===== config.mk =====
export PLATFORM = sky130hd
export DESIGN_NAME = psr_slot_root_regs
export DESIGN_NICKNAME = d
export VERILOG_FILES = /design/src/psr_pkg.sv /design/src/psr_evt_if.sv /design/src/psr_change_det.sv /design/src/psr_slot_root_regs.sv
export SDC_FILE = /design/constraint.sdc
export NUM_CORES = 1
export LEC_CHECK = 0
export BUFFER_PORTS_ARGS = -buffer_cell sky130_fd_sc_hd__buf_2
export CORE_AREA = 2 2 112 135
export DETAILED_ROUTE_END_ITERATION = 8
export DIE_AREA = 0 0 114 137
export GPL_ROUTABILITY_DRIVEN = 0
export PLACE_DENSITY_LB_ADDON = 0.05
export RECOVER_POWER = 50
export SYNTH_ARGS = -nofsm -noshare
export SYNTH_HDL_FRONTEND = slang
export SYNTH_HIERARCHICAL = 1
export SYNTH_SLANG_ARGS = --single-unit
export TNS_END_PERCENT = 10

===== constraint.sdc =====
create_clock -name clk_sys -period 2.8 [get_ports clk_sys]
set_clock_uncertainty 0.2 [all_clocks]
set_input_delay 0.28 -clock clk_sys [delete_from_list [all_inputs] [get_ports clk_sys]]
set_output_delay 0.28 -clock clk_sys [all_outputs]
set_load 0.01 [all_outputs]

===== src/psr_pkg.sv =====
// Constants for the slot / root control register bank.
// Assumes a single clock domain and word-wide register ports.
package psr_pkg;
  localparam logic [1:0] PSR_IDX_SLOT_CAP = 2'h0;
  localparam logic [1:0] PSR_IDX_SLOT = 2'h1;
  localparam logic [1:0] PSR_IDX_ROOT = 2'h2;
  localparam logic [1:0] PSR_IDX_PME = 2'h3;
  localparam int PSR_CAP_NOCC = 18;
  localparam logic [31:0] PSR_SLOT_CAP_WMASK = 32'hffffffff;
  localparam int PSR_ST_DLL = 24;
  localparam int PSR_ST_LOCK = 23;
  localparam int PSR_ST_PRES = 22;
  localparam int PSR_ST_MRL = 21;
  localparam int PSR_ST_CC = 20;
  localparam int PSR_ST_PDC = 19;
  localparam int PSR_ST_MRLC = 18;
  localparam int PSR_ST_PF = 17;
  localparam int PSR_ST_ABP = 16;
  localparam int PSR_CT_DLLE = 12;
  localparam int PSR_CT_LOCK = 11;
  localparam int PSR_CT_PWR = 10;
  localparam int PSR_CT_HPIE = 5;
  localparam int PSR_CT_CCIE = 4;
  localparam logic [31:0] PSR_SLOT_RESET = 32'h000003c0;
  localparam logic [31:0] PSR_SLOT_CTL_MASK = 32'h00001fff;
  localparam logic [31:0] PSR_SLOT_LOCAL_ST = 32'h00e00000;
  localparam logic [31:0] PSR_SLOT_W1C_CFG = 32'h011f0000;
  localparam logic [31:0] PSR_SLOT_W1C_LOC = 32'h01000000;
  localparam logic [31:0] PSR_SLOT_LOCAL_RW = 32'h001f0000;
  localparam int PSR_RC_CRS = 16;
  localparam int PSR_RC_CRSE = 4;
  localparam int PSR_RC_PMEE = 3;
  localparam int PSR_RC_FATE = 2;
  localparam int PSR_RC_NFE = 1;
  localparam int PSR_RC_CORE = 0;
  localparam logic [31:0] PSR_ROOT_WMASK = 32'h0000001f;
  localparam int PSR_PME_PEND = 17;
  localparam int PSR_PME_STAT = 16;
endpackage


===== src/psr_evt_if.sv =====
// State levels handed from the bank to its edge-detect helper; change strobes come back.
// Assumes both ends sit on clk_sys.
`timescale 1ns/1ps
interface psr_evt_if;
  logic link_active_flag;
  logic presence;
  logic mrl;
  logic link_chg;
  logic pres_chg;
  logic mrl_chg;
  modport bank (output link_active_flag, output presence, output mrl, input link_chg, input pres_chg, input mrl_chg);
  modport det (input link_active_flag, input presence, input mrl, output link_chg, output pres_chg, output mrl_chg);
endinterface


===== src/psr_change_det.sv =====
// Change detector for the link-active flag and the presence and MRL slot state bits.
// Assumes inputs are already on clk_sys.
`timescale 1ns/1ps
module psr_change_det import psr_pkg::*; (
  input wire logic clk_sys,
  input wire logic reset,
  psr_evt_if.det ev
);
  typedef struct packed {
    logic link;
    logic pres;
    logic mrl;
  } psr_det_t;
  psr_det_t det_reg;
  psr_det_t det_next;
  always_comb begin
    det_next.link = ev.link_active_flag;
    det_next.pres = ev.presence;
    det_next.mrl = ev.mrl;
  end
  always_ff @(posedge clk_sys or posedge reset) begin
    if (reset) begin
      det_reg <= '0;
    end else begin
      det_reg <= det_next;
    end
  end
  // Both edges count as a change
  assign ev.link_chg = det_reg.link ^ ev.link_active_flag;
  assign ev.pres_chg = det_reg.pres ^ ev.presence;
  assign ev.mrl_chg = det_reg.mrl ^ ev.mrl;
endmodule


===== src/psr_slot_root_regs.sv =====
// Slot status/control and root control/status register bank.
// Assumes a local CPU port and a config-request port, both on clk_sys,
// and slot/link event inputs already synchronous to clk_sys except the
// link state, which is synchronised here.
// Overview of operation
// - Slot presence bits local-writable, config read-only
// - Link change flag, clear by either side
// - Slot state bits set by local software
// - Command complete set unless unsupported
// - Presence changed flag, write-one clears
// - MRL changed flag, write-one clears
// - Power fault, button pressed; config clears
// - Bit 12 gates link change flag
// - Bit 11 toggles interlock; resets zero
// - Bit 10 drives slot power; resets zero
// - Indicators: 01 on, 10 blink, 11 off
// - Slot event interrupts need event and master enable; command complete needs only bit 4
// - Bit 4 enables command complete interrupt
// - Root capability bit 16 reads one
// - Retry completion raises system error when enabled
// - PME interrupt when enabled
// - Error interrupts enabled per severity
// - Reserved bits read zero
// - PME status set on PME, W1C
// - PME requester ID captured
// - PME pending; re-arm after clear
// - Link active while link machine active
`timescale 1ns/1ps
module psr_slot_root_regs import psr_pkg::*; (
  input wire logic clk_sys,
  input wire logic reset,
  input wire logic loc_wr,
  input wire logic [1:0] loc_idx,
  input wire logic [31:0] loc_wdata,
  output logic [31:0] loc_rdata,
  input wire logic cfg_wr,
  input wire logic [1:0] cfg_idx,
  input wire logic [31:0] cfg_wdata,
  output logic [31:0] cfg_rdata,
  input wire logic link_ctrl_active,
  input wire logic cmd_done,
  input wire logic power_fault,
  input wire logic button_press,
  input wire logic crs_received,
  input wire logic pme_received,
  input wire logic [15:0] pme_req_id,
  input wire logic err_fatal,
  input wire logic err_nonfatal,
  input wire logic err_corr,
  output logic hotplug_irq,
  output logic system_error_irq,
  output logic pme_irq,
  output logic err_irq,
  output logic slot_power_on,
  output logic interlock_toggle,
  output logic [1:0] power_ind,
  output logic [1:0] attn_ind,
  output logic link_active_flag
);

  typedef struct packed {
    logic link_s1;
    logic link_s2;
    logic [31:0] slot_cap;
    logic [31:0] slot;
    logic [4:0] root;
    logic pme_stat;
    logic pme_pend;
    logic [15:0] pme_id;
    logic [15:0] pend_id;
    logic sys_err;
    logic pme_int;
    logic err_int;
    logic lock_tgl;
  } psr_state_t;

  psr_state_t st_reg;
  psr_state_t st_next;
  psr_evt_if ev ();

  // The link state comes from the MAC side; two flops before use
  assign ev.link_active_flag = st_reg.link_s2;
  assign ev.presence = st_reg.slot[PSR_ST_PRES];
  assign ev.mrl = st_reg.slot[PSR_ST_MRL];

  psr_change_det u_det (
    .clk_sys(clk_sys),
    .reset(reset),
    .ev(ev)
  );

  function automatic logic [31:0] read_word(input psr_state_t s, input logic [1:0] idx);
    logic [31:0] r;
    r = '0;
    case (idx)
      PSR_IDX_SLOT_CAP: r = s.slot_cap;
      PSR_IDX_SLOT: r = s.slot & (PSR_SLOT_W1C_CFG | PSR_SLOT_LOCAL_ST | PSR_SLOT_CTL_MASK);
      PSR_IDX_ROOT: begin
        r[PSR_RC_CRS] = 1'b1;
        r[4:0] = s.root;
      end
      PSR_IDX_PME: begin
        r[PSR_PME_PEND] = s.pme_pend;
        r[PSR_PME_STAT] = s.pme_stat;
        r[15:0] = s.pme_id;
      end
      default: r = '0;
    endcase
    return r;
  endfunction

  logic l_slot;
  logic c_slot;
  logic [31:0] w1c;
  logic [31:0] set_ev;
  logic pme_clr;

  always_comb begin
    st_next = st_reg;
    st_next.link_s1 = link_ctrl_active;
    st_next.link_s2 = st_reg.link_s1;
    l_slot = loc_wr && (loc_idx == PSR_IDX_SLOT);
    c_slot = cfg_wr && (cfg_idx == PSR_IDX_SLOT);
    // Slot capability: local only, config writes ignored
    if (loc_wr && (loc_idx == PSR_IDX_SLOT_CAP)) begin
      st_next.slot_cap = loc_wdata & PSR_SLOT_CAP_WMASK;
    end
    // Control half: both sides may write; local wins a same-cycle collision
    if (c_slot) begin
      st_next.slot[12:0] = cfg_wdata[12:0];
    end
    if (l_slot) begin
      st_next.slot[12:0] = loc_wdata[12:0];
      st_next.slot[23:21] = loc_wdata[23:21];
      // Local side writes event flags directly except the link flag
      st_next.slot[20:16] = loc_wdata[20:16];
    end
    // Reserved indicator code 00 is stored as written; decoding left to the slot
    w1c = '0;
    if (c_slot) begin
      w1c = w1c | (cfg_wdata & PSR_SLOT_W1C_CFG);
    end
    if (l_slot) begin
      w1c = w1c | (loc_wdata & PSR_SLOT_W1C_LOC);
    end
    st_next.slot = st_next.slot & ~w1c;
    // Hardware sets beat clears in the same cycle
    set_ev = '0;
    set_ev[PSR_ST_DLL] = ev.link_chg && st_reg.slot[PSR_CT_DLLE];
    set_ev[PSR_ST_CC] = cmd_done && !st_reg.slot_cap[PSR_CAP_NOCC];
    set_ev[PSR_ST_PDC] = ev.pres_chg;
    set_ev[PSR_ST_MRLC] = ev.mrl_chg;
    set_ev[PSR_ST_PF] = power_fault;
    set_ev[PSR_ST_ABP] = button_press;
    st_next.slot = (st_next.slot | set_ev) & (PSR_SLOT_W1C_CFG | PSR_SLOT_LOCAL_ST | PSR_SLOT_CTL_MASK);
    // Interlock command is a one-cycle pulse on each write of 1
    st_next.lock_tgl = (l_slot && loc_wdata[PSR_CT_LOCK]) || (!l_slot && c_slot && cfg_wdata[PSR_CT_LOCK]);
    // Root control
    if (cfg_wr && (cfg_idx == PSR_IDX_ROOT)) begin
      st_next.root = cfg_wdata[4:0] & PSR_ROOT_WMASK[4:0];
    end
    if (loc_wr && (loc_idx == PSR_IDX_ROOT)) begin
      st_next.root = loc_wdata[4:0] & PSR_ROOT_WMASK[4:0];
    end
    // Root status: config side may only clear the status bit
    pme_clr = (cfg_wr && (cfg_idx == PSR_IDX_PME) && cfg_wdata[PSR_PME_STAT]) ||
              (loc_wr && (loc_idx == PSR_IDX_PME) && loc_wdata[PSR_PME_STAT]);
    if (loc_wr && (loc_idx == PSR_IDX_PME)) begin
      st_next.pme_pend = loc_wdata[PSR_PME_PEND];
      st_next.pme_id = loc_wdata[15:0];
    end
    if (pme_clr) begin
      st_next.pme_stat = 1'b0;
      if (st_reg.pme_pend) begin
        st_next.pme_stat = 1'b1;
        st_next.pme_id = st_reg.pend_id;
        st_next.pme_pend = 1'b0;
      end
    end
    if (pme_received) begin
      if (st_reg.pme_stat && !pme_clr) begin
        st_next.pme_pend = 1'b1;
        st_next.pend_id = pme_req_id;
      end else if (!st_next.pme_stat) begin
        st_next.pme_stat = 1'b1;
        st_next.pme_id = pme_req_id;
      end else begin
        st_next.pme_pend = 1'b1;
        st_next.pend_id = pme_req_id;
      end
    end
    st_next.sys_err = crs_received && st_reg.root[PSR_RC_CRSE];
    st_next.pme_int = pme_received && st_reg.root[PSR_RC_PMEE];
    st_next.err_int = (err_fatal && st_reg.root[PSR_RC_FATE]) ||
                      (err_nonfatal && st_reg.root[PSR_RC_NFE]) ||
                      (err_corr && st_reg.root[PSR_RC_CORE]);
  end

  always_ff @(posedge clk_sys or posedge reset) begin
    if (reset) begin
      st_reg <= '0;
      st_reg.slot <= PSR_SLOT_RESET;
    end else begin
      st_reg <= st_next;
    end
  end

  assign loc_rdata = read_word(st_reg, loc_idx);
  assign cfg_rdata = read_word(st_reg, cfg_idx);
  assign link_active_flag = st_reg.link_s2;
  assign slot_power_on = st_reg.slot[PSR_CT_PWR];
  assign interlock_toggle = st_reg.lock_tgl;
  assign power_ind = st_reg.slot[9:8];
  assign attn_ind = st_reg.slot[7:6];
  // Level interrupt: stays up while a flag and its enables are set
  assign hotplug_irq = (st_reg.slot[PSR_CT_HPIE] && |(st_reg.slot[19:16] & st_reg.slot[3:0])) ||
                       (st_reg.slot[PSR_CT_CCIE] && st_reg.slot[PSR_ST_CC]);
  assign system_error_irq = st_reg.sys_err;
  assign pme_irq = st_reg.pme_int;
  assign err_irq = st_reg.err_int;
endmodule


-- Yosys cells after proc, flatten, opt, wreduce, memory -nomap -nowiden
Index checks and enable logic that the tools add are counted.
- register bits after elaboration: 102
- logic and storage cells: 94
- input bits: 97
- output and inout port bits: 75
- muxes and demuxes: 28
- reduce and logical (&&, ||, !) cells: 36
- equal/unequal tests: 6
- bitwise operators: 8
- operators by type and width (operator ; count):
    11-bit case mux with 3 select lines ; 2
    16-bit 2-to-1 mux ; 4
    14-bit case mux with 2 select lines ; 2
    25-bit 2-to-1 mux ; 2
    25-bit bitwise OR ; 2
    5-bit case mux with 4 select lines ; 2
    18-bit 2-to-1 mux ; 2
    34-bit 2-to-1 mux ; 1
    13-bit 2-to-1 mux ; 2
    25-bit bitwise AND ; 1
    25-bit NOT ; 1
    1-bit logical AND ; 22
    17-bit 2-to-1 mux ; 1
    5-bit 2-to-1 mux ; 2
    2-bit equality test (second input constant) ; 4
    8-bit 2-to-1 mux ; 1
    1-bit case mux with 4 select lines ; 2
    1-bit case mux with 3 select lines ; 2
    1-bit logical OR ; 5
    4-bit bitwise AND ; 1
    2-bit by 1-bit equality test with 1-bit output (second input constant) ; 2
    2-bit zero test ; 2
    2-bit nonzero test ; 2
    4-bit OR reduction ; 1
    other kinds (4) ; 10

-- Depth between registers and ports, before layout
Gate-level depths: netlist of the first run.
- depth after elaboration: 8
- gate-level depth with buffers: 6
- depth with buffers taken out: 4

-- Cells and area by module
Netlist of the first run, hierarchy kept.
- modules (own cells, without submodules) (module ; times used ; cells each ; seq. area each (µm²) ; area an instance (µm²)):
    psr_slot_root_regs ; 1 ; 480 ; 2482.4 ; 5501.5
    psr_change_det ; 1 ; 7 ; 75.1 ; 105.1

-- Worst setup path after synthesis of the first run
OpenSTA, ideal clock, no wires.
- path kind: input -> register
- start: in cfg_idx[1]
- end: reg st_reg[27] (netlist name)
- data required time: 2.475 ns
- path buffers: 2
- data arrival time: 1.726 ns
- path slack: 0.749 ns
- library setup time: 0.125 ns
- stages: 6
- cell sequence: buf_6 > and4_4 > o21ai_4 > buf_2 > mux2_2 > mux2_2
- RTL lines (what ; RTL line ; source):
    start, declared ; psr_slot_root_regs.sv:37 ; input wire logic [1:0] cfg_idx,
    end signal, assigned ; psr_slot_root_regs.sv:204 ; st_reg <= st_next;
    end, declared ; psr_slot_root_regs.sv:77 ; psr_state_t st_reg;

-- Final worst setup path of the first run
- start: in loc_idx[0]
- end: reg st_reg[82] (netlist name)
- word-level cells in the longest chain between the ends: 2
- ends and longest elaborated chain (what ; RTL line ; source):
    start, declared ; psr_slot_root_regs.sv:33 ; input wire logic [1:0] loc_idx,
    2-bit zero test ; psr_slot_root_regs.sv:125 ; if (loc_wr && (loc_idx == PSR_IDX_SLOT_CAP)) begin
    1-bit logical AND ; psr_slot_root_regs.sv:125 ;
No other way between the ends.
A chain may end at the register's enable or synchronous reset.

==> results of run 1 <==
==> worst max-delay path by stage <==
stage                          to  cells after the start
finish                 st_reg[82]                      6
global placement       st_reg[26]                      6
floorplan              st_reg[27]                      6
detailed placement     st_reg[26]                      6
CTS                 cfg_rdata[17]                      7
global route          attn_ind[0]                      7
==> layout make-up <==
| type | count | area (um^2) | share of cell area [%] |
|---|---|---|---|
| Clock buffer | 9 | 225 | 3.01 |
| Clock inverter | 5 | 100 | 1.34 |
| Inverter | 5 | 20.0 | 0.267 |
| Multi-Input combinational cell | 345 | 2830 | 37.8 |
| Sequential cell | 102 | 2560 | 34.2 |
| Tap cell | 175 | 219 | 2.92 |
| Timing Repair Buffer | 238 | 1530 | 20.5 |
==> timing repair <==
| item | in CTS | in global routing |
|---|---|---|
| gates resized for setup | 0 | 0 |
| endpoints found under the hold margin | 95 | 0 |
| hold buffers | 58 | 0 |
==> per-stage QoR <==
stage	setup slack, ps	hold slack [ps]	power [mW]
3_5_place_dp	529	-3.64	3.18
4_1_cts	666	0.635	4.68
2_1_floorplan	749	-166	2.75
6_report	507	10.6	4.63
3_3_place_gp	548	-7.44	3.14
5_1_grt	420	4.01	4.89
==> report_power, final <==
group / switching [mW] / internal (mW)
registers: 0.221 / 1.75
logic: 0.536 / 0.708
clock network: 0.552 / 0.862
total: 1.31 / 3.32
==> logic make-up after synthesis <==
group                     Yosys count  share of synthesized area [%]
xor gates and xnor gates            3                          0.469
muxes                             143                           30.8
DFF                               102                           45.6
and+or+nand+nor                   131                           11.2
AOI/OAI and AO/OA                  68                           7.99
buffers and inverters              40                           3.91
==> per-layer routing <==
layer  vias up  part of all wire (%)  track usage (%)
li1       2155                     -                -
met1      2278                    44             28.4
met2       124                    49             36.0
met3        17                   5.1             3.94
met4         0                   1.5             6.50
met5         -                     0                0
==> layout by cell type, fill, tap and decap left out, types with 12 or more instances in the layout <==
cell           count
nor2_1            33
nand2_1           64
o21ai_0           29
and2_1            16
dfrtp_1           98
mux2i_1           37
buf_4             16
mux2_2            86
clkbuf_1          14
a31oi_1           12
dlygate4sd3_1     58
buf_2            148
==> critical path, delay by kind of cell <==
| family | cells | cell delay (ps) |
|---|---|---|
| and+or+nand+nor | 2 | 300 |
| buffers and inverters | 3 | 1300 |
| muxes | 1 | 430 |
==> flow_summary_export.csv, run 1 <==
group,metric,value,unit
outcome,status,"finished clean",
floorplan,io_pins,172,
setup_path,worstPathArrival,2310,ps
global_routing,first_global_vias,4650,
setup_path,r2r-end,"st_reg[10]",
global_routing,grt_start_max_net_pins,53,
clock_network,post-cts-setup-buffers,0,
logic_synthesis,post-synth-top-count-cell,"dfrtp_1",
setup_path,crit_required,2820,ps
floorplan,die_area,0.0156,mm^2
drt,drc,0,
logic_synthesis,yosysTopAreaCell,"dfrtp_1",
drt,drt_iter0_drc,143,
hold_path,holdPathStages,2,
global_routing,grt_remaining_overflow,0,
floorplan,core_area,0.0143,mm^2
hold_path,min_to,"st_reg[85]",
place,dpl.hpwl,11.4,mm
sta,final-setup-viol-count,0,
clock_network,clock_latency,330,ps
drt,num_vias,4574,
layout,fin_nets,798,
setup_path,cp_max_fo,18,
setup_path,crit_path_top_delay_cell,"clkbuf_1",
layout,final_area,0.00749,mm^2
logic_synthesis,synth-edff-count,0,
logic_synthesis,ys_types,40,
logic_synthesis,synth_common_cells,"dfrtp_1 (98), mux2_2 (86), nand2_1 (64)",
hold_path,hold_path.class,"in -> reg",
setup_path,cp_slowest_stage_delay,960,ps
floorplan,initial_core_util,39.2,%
floorplan,die-height,137,um
sta,slew_headroom,12.7,%
floorplan,die_x,114,um
drt,antenna_left,0,
logic_synthesis,yosys-top-cells-area,"dfrtp_1 (44%), mux2_2 (17%), mux2i_1 (6.6%)",
sta,rsz0062_at_grt,"false",
drt,viasPerCell,5.20,
layout,synthToLayoutAreaGrowth,33.5,%
global_routing,grt_pass1_wl,25.5,mm
logic_synthesis,syn_area,0.00561,mm^2
logic_synthesis,synth.avg_cell_area,11.5,um^2
sta,slew_violations,0,
setup_path,rr_worst_depth,5,
drt,wire_per_inst,18.9,um
clock_network,cts_tree,"done",
drt,drt_pass1_iterations,5,
sta,max_freq,0.436,GHz
clock_network,clock-sinks,102,
layout,drive_gt1_share,41.2,%
setup_path,r2r_start,"st_reg[37]",
place,port-buffer-count,158,
global_routing,grt_usage,21.5,%
drt,drt-total-wl,16.6,mm
logic_synthesis,synth_cells,487,
logic_synthesis,ys_seq_elements,102,
place,dpl_cell_area,0.00661,mm^2
sta,tns,0,ps
sta,layout_min_cycle_time,2290,ps
place,dp.cells,807,
setup_path,startpoint,"loc_idx[0]",
logic_synthesis,ys_seq_area_share,45.6,%
clock_network,htreeDepth,3,
layout,fill_cells,1305,
logic_synthesis,synthFlopType,"dfrtp_1",
setup_path,crit_top_cell,"clkbuf_1",
power,p_leak,3.55,nW
sta,finalHoldViolations,0,
setup_path,end_kind,"flip-flop",
clock_network,clock_path_buffers,2,
layout,largest_reg_flops,86,
clock_network,numCtsBuffers,9,
logic_synthesis,ys.warnings.count,6,
sta,timing.final.crit_share,81.9,%
floorplan,rows,48,
setup_path,ff2ff_setup_slack,960,ps
setup_path,start_kind,"input pin",
layout,fin_cells,879,
setup_path,crit_chain,"clkbuf_1 > buf_4 > nor2_1 > and2_2 > clkbuf_1 > mux2_2",
sta,worst_pin_slew,1310,ps
global_routing,antenna_found_initial,0,
setup_path,path_class,"in -> reg",
clock_network,clk_pin_slew,70,ps
logic_synthesis,synth_top_area_share,43.7,%
layout,utilization,52.4,%
power,vdd_drop_max,383,uV
clock_network,clock-root-buffer,"clkbuf_16",
flow_run,maxCapViolations,0,
power,powerDensity,619,mW/mm^2
layout,insertedDiodeCount,0,
hold_path,hp-start,"loc_wdata[10]",
logic_synthesis,syn_nets,584,
logic_synthesis,ys_async_sr_fraction,100,%
Power figures use the tool's default switching activity.
==> run 2, diff against run 1 <==
ABC_AREA = 1   (was not set)
CORE_AREA = 2 2 112 136   (was 2 2 112 135)
DIE_AREA = 0 0 114 138   (was 0 0 114 137)
clock period = 2.2 ns   (was 2.8 ns; I/O delays follow)
==> flow_summary_export.csv, run 2 <==
group,metric,value,unit
place,dpl_cell_area,0.00660,mm^2
drt,drt-total-wl,17.4,mm
logic_synthesis,ys.warnings.count,6,
clock_network,post-cts-setup-buffers,0,
power,p_leak,3.98,nW
sta,rsz0062_at_grt,"false",
setup_path,rr_worst_depth,5,
drt,num_vias,5572,
logic_synthesis,yosysTopAreaCell,"dfrtp_1",
global_routing,first_global_vias,5391,
sta,max_freq,0.506,GHz
logic_synthesis,yosys-top-cells-area,"dfrtp_1 (43%), nand2_1 (13%), inv_1 (6.5%)",
place,dpl.hpwl,12.4,mm
logic_synthesis,synth-edff-count,0,
flow_run,maxCapViolations,0,
floorplan,die-height,138,um
hold_path,hold_path.class,"in -> reg",
power,powerDensity,743,mW/mm^2
logic_synthesis,ys_types,35,
clock_network,clock_latency,350,ps
layout,drive_gt1_share,25.1,%
logic_synthesis,post-synth-top-count-cell,"nand2_1",
logic_synthesis,synth_top_area_share,43.1,%
setup_path,startpoint,"loc_idx[1]",
setup_path,path_class,"in -> reg",
power,power.share.sequential,41.7,%
hold_path,hp-start,"loc_wdata[5]",
sta,worst_slack,225,ps
logic_synthesis,synthFlopType,"dfrtp_1",
layout,largest_reg_flops,86,
hold_path,holdPathStages,3,
logic_synthesis,synth_common_cells,"nand2_1 (199), inv_1 (99), dfrtp_1 (98)",
sta,layout_min_cycle_time,1980,ps
global_routing,grt_remaining_overflow,0,
sta,timing.final.crit_share,89.8,%
floorplan,core_area,0.0146,mm^2
global_routing,grt_start_max_net_pins,100,
floorplan,initial_core_util,39.0,%
sta,finalHoldViolations,0,
floorplan,rows,49,
setup_path,r2r-end,"st_reg[7]",
outcome,status,"finished clean",
drt,drt_iter0_drc,356,
power,p_comb_share,28.2,%
drt,wire_per_inst,15.7,um
clock_network,cts_tree,"done",
setup_path,r2r_start,"st_reg[36]",
sta,final-setup-viol-count,0,
clock_network,clk_pin_slew,70,ps
floorplan,die_area,0.0157,mm^2
floorplan,die_x,114,um
power,vdd_drop_max,347,uV
layout,layout_commonest_cell,"nand2_1",
layout,fin_nets,1025,
logic_synthesis,ys_seq_area_share,44.9,%
sta,slew_violations,0,
place,port-buffer-count,158,
logic_synthesis,syn_area,0.00570,mm^2
hold_path,min_to,"st_reg[80]",
power,p_int,3.89,mW
layout,synthToLayoutAreaGrowth,34.9,%
logic_synthesis,synth_cells,703,
clock_network,clock-sinks,102,
logic_synthesis,ys_seq_elements,102,
global_routing,grt_pass1_wl,27.6,mm
setup_path,worstPathArrival,2060,ps
clock_network,numCtsBuffers,9,
clock_network,cts.repair.resized,0,
drt,drt_pass1_iterations,5,
place,dpl_worst_slack,335,ps
drt,viasPerCell,5.02,
clock_network,clock_path_buffers,2,
layout,most-common-layout-cells,"nand2_1 (199), buf_2 (151), inv_1 (98), dfrtp_1 (98), dlygate4sd3_1 (80)",
clock_network,htreeDepth,3,
sta,worst_pin_slew,939,ps
drt,drc,0,
floorplan,io_pins,172,
logic_synthesis,ys_async_sr_fraction,100,%
power,power.share.switching,31.9,%
setup_path,start_kind,"input pin",
setup_path,ff2ff_setup_slack,480,ps
sta,tns,0,ps
setup_path,cp_max_fo,11,
logic_synthesis,syn_nets,800,
power,p_sw,1.82,mW
clock_network,clock-root-buffer,"clkbuf_16",
layout,final_area,0.00768,mm^2
logic_synthesis,synth.avg_cell_area,8.10,um^2
drt,antenna_left,0,
layout,insertedDiodeCount,0,
setup_path,crit_required,2280,ps
global_routing,antenna_found_initial,1,
setup_path,end_kind,"flip-flop",
clock_network,hold_buffers,80,
sta,slew_headroom,37.4,%
global_routing,grt_usage,22.2,%
power,clkPwrFrac,30.1,%
-- run 2: cell count changes after synthesis, moves of 18 or more --
cell / before / now
and2_1: 18 / 0
inv_1: 5 / 99
mux2_2: 86 / 6
mux2i_1: 37 / 0
nand2_1: 64 / 199
nand3_1: 0 / 21
o221ai_1: 0 / 27
o22ai_1: 2 / 22
-- run 2: stage by stage --
step / hold slack [ps] / instances / power (mW) / util [%]
floorplan: -226 / 703 / 3.36 / -
global placement: -76.5 / 1015 / 3.85 / 45.2
detailed placement: -77.6 / 1015 / 3.89 / 45.2
CTS: 12.5 / 1111 / 5.77 / 52.9
global route: 25.7 / 1111 / 6.06 / 52.7
finish: 21.6 / 1111 / 5.71 / 52.7
-- run 2: worst max-delay path by stage --
stage               cells after the start  slack (ps)      endpoint
floorplan                               1         610       err_irq
global placement                        5         380  loc_rdata[5]
detailed placement                      5         340  loc_rdata[5]
CTS                                    10         240    st_reg[55]
global route                           10          90   attn_ind[1]
finish                                 10         220    st_reg[55]
-- run 2: layer usage --
layer	share of wire [%]	vias to the layer above	track usage [%]
met5	0.075	-	0
met4	2.2	2	6.74
met3	4.3	29	3.16
met2	48	175	36.8
met1	46	2604	30.2
li1	-	2762	-
-- run 2: cell families (layout without fill, tap and decap cells) --
| family | Yosys count | after routing | share of synthesized area (%) |
|---|---|---|---|
| AO/OA/AOI/OAI | 139 | 139 | 17.0 |
| AND/OR/NAND/NOR | 310 | 310 | 25.7 |
| multiplexers | 6 | 6 | 1.19 |
| buffers and inverters | 146 | 376 | 11.2 |
| flip-flops | 102 | 102 | 44.9 |
-- run 2: cell type report --
| type | instances | area [um^2] |
|---|---|---|
| Clock buffer | 11 | 233 |
| Clock inverter | 5 | 83.8 |
| Fill cell | 1448 | 6910 |
| Inverter | 107 | 405 |
| Multi-Input combinational cell | 455 | 2490 |
| Sequential cell | 102 | 2560 |
| Tap cell | 178 | 223 |
| Timing Repair Buffer | 253 | 1690 |
-- run 2: power groups by stage --
stage	clock [mW]	sequential (mW)	combinational (mW)
3_3_place_gp	0	2.40	1.45
4_1_cts	1.77	2.37	1.63
5_1_grt	1.86	2.41	1.80
2_1_floorplan	0	2.36	1.00
3_5_place_dp	0	2.41	1.48
6_report	1.72	2.38	1.61
-- run 2: worst max-delay path, stage by stage --
cell	delay, ps
buf_2	220
inv_2	80
nand2_4	160
inv_2	100
nand2_2	220
nand2_4	120
inv_2	180
nand2_1	80
o211ai_1	90
dlygate4sd3_1	580
==> run 3, diff against run 2 <==
ABC_AREA = 0   (was 1)
CORE_AREA = 2 2 112 135   (was 2 2 112 136)
DIE_AREA = 0 0 114 137   (was 0 0 114 138)
==> flow_summary_export.csv, run 3 (same netlist as run 1, synthesis figures left out) <==
group,metric,value,unit
global_routing,grt.met2_usage,37.2,%
clock_network,post-cts-setup-buffers,0,
floorplan,core_area,0.0143,mm^2
global_routing,antenna_found_initial,0,
floorplan,rows,48,
drt,drt_iter0_drc,157,
global_routing,busiest_layer,"met2",
setup_path,start_kind,"input pin",
sta,worst_slack,53.0,ps
global_routing,grt_start_max_net_pins,54,
layout,drive_gt1_share,40.8,%
setup_path,end_kind,"flip-flop",
setup_path,r2r_start,"st_reg[37]",
drt,drt_pass1_iterations,4,
floorplan,die-height,137,um
sta,timing.final.crit_share,97.6,%
floorplan,initial_core_util,39.2,%
drt,viasPerCell,5.17,
global_routing,grtUsageMet3,4.07,%
place,port-buffer-count,158,
sta,slew_violations,0,
floorplan,die_area,0.0156,mm^2
sta,rsz0062_at_grt,"false",
global_routing,grt_usage,22.0,%
setup_path,rr_worst_depth,5,
power,powerDensity,748,mW/mm^2
hold_path,min_to,"st_reg[67]",
power,total_power,5.83,mW
global_routing,grt_remaining_overflow,0,
sta,tns,0,ps
layout,largest_reg_flops,86,
clock_network,cts.repair.resized,0,
global_routing,grt_util_met1,28.5,%
layout,fin_nets,829,
global_routing,first_global_vias,4957,
floorplan,io_pins,172,
place,dpl.hpwl,11.5,mm
clock_network,htreeDepth,3,
setup_path,cp_max_fo,8,
drt,num_vias,4715,
setup_path,r2r-end,"st_reg[18]",
clock_network,hold_buffers,83,
sta,slew_headroom,18.3,%
setup_path,worstPathArrival,2180,ps
drt,antenna_left,0,
drt,drt-total-wl,16.8,mm
flow_run,maxCapViolations,0,
layout,layout_commonest_cell,"buf_2",
drt,wire_per_inst,18.4,um
clock_network,clock-root-buffer,"clkbuf_16",
setup_path,crit_required,2230,ps
hold_path,holdPathStages,3,
global_routing,grt_pass1_wl,26.4,mm
place,dpl_worst_slack,143,ps
setup_path,ff2ff_setup_slack,350,ps
power,p_leak,3.68,nW
layout,synthToLayoutAreaGrowth,39.0,%
layout,most-common-layout-cells,"buf_2 (152), dfrtp_1 (98), mux2_2 (86), dlygate4sd3_1 (83), nand2_1 (64)",
hold_path,hold_path.class,"in -> reg",
clock_network,clock_latency,340,ps
clock_network,clock_path_buffers,2,
clock_network,clock-sinks,102,
clock_network,cts_tree,"done",
sta,worst_pin_slew,1220,ps
sta,max_freq,0.466,GHz
clock_network,clk_pin_slew,70,ps
layout,insertedDiodeCount,0,
sta,final-setup-viol-count,0,
hold_path,hp-start,"cfg_wdata[24]",
sta,finalHoldViolations,0,
power,vdd_drop_max,379,uV
setup_path,path_class,"in -> reg",
floorplan,die_x,114,um
drt,drc,0,
sta,layout_min_cycle_time,2150,ps
outcome,status,"finished clean",
clock_network,numCtsBuffers,9,
==> run 3: cell count changes in the layout (fill, tap and decap cells not counted), sizes merged, moves of 13 or more <==
| cell | before | now |
|---|---|---|
| mux2 | 6 | 96 |
| nand4 | 18 | 0 |
| mux2i | 0 | 37 |
| and2 | 0 | 19 |
| o21ai | 49 | 30 |
| a21oi | 16 | 3 |
| inv | 106 | 5 |
| o221ai | 27 | 0 |
| nand3 | 25 | 2 |
| nand2 | 209 | 64 |
| o22ai | 22 | 2 |
==> run 3: worst max-delay path: stages <==
cell	delay, ps
dlygate4sd3_1	540
buf_2	160
and4_4	160
or3_4	370
a21boi_4	230
buf_12	160
mux2_2	340
==> run 3: through the flow <==
step	hold WS, ps	utilization [%]	std cells	instance area (um^2)
finish	38.8	54.5	912	7790
global route	25.4	54.5	912	7790
CTS	22.3	55.0	912	7860
detailed placement	-63.5	47.0	813	6720
global placement	-65.0	47.0	813	6720
floorplan	-226	-	487	5610
==> run 3: worst max path at each step <==
stage,startpoint,endpoint,slack [ps],cells past startpoint
6_report,loc_wdata[16],st_reg[18],50,7
5_1_grt,loc_wdata[16],st_reg[18],40,7
4_1_cts,loc_wdata[16],st_reg[18],60,7
3_5_place_dp,cfg_wr,st_reg[18],140,6
3_3_place_gp,loc_idx[1],st_reg[26],160,6
2_1_floorplan,cfg_idx[1],st_reg[27],210,6
==> run 3: area by class of cell <==
| cell class | instances | area [um^2] |
|---|---|---|
| Clock inverter | 6 | 70.1 |
| Tap cell | 175 | 219 |
| Sequential cell | 102 | 2560 |
| Timing Repair Buffer | 269 | 1860 |
| Clock buffer | 10 | 239 |
| Fill cell | 1316 | 6500 |
| Multi-Input combinational cell | 345 | 2830 |
| Inverter | 5 | 20.0 |
==> run 3: per-layer routing <==
layer	up-vias	wire length, um
met1	2348	7540
met3	20	708
met4	0	314
li1	2220	-
met5	-	0
met2	127	8240
==> run 3: where the power goes <==
| part | switching, mW | internal, mW | leakage (nW) |
|---|---|---|---|
| clock | 0.745 | 0.920 | 0.141 |
| combinational | 0.690 | 0.958 | 2.35 |
| sequential | 0.285 | 2.23 | 1.19 |
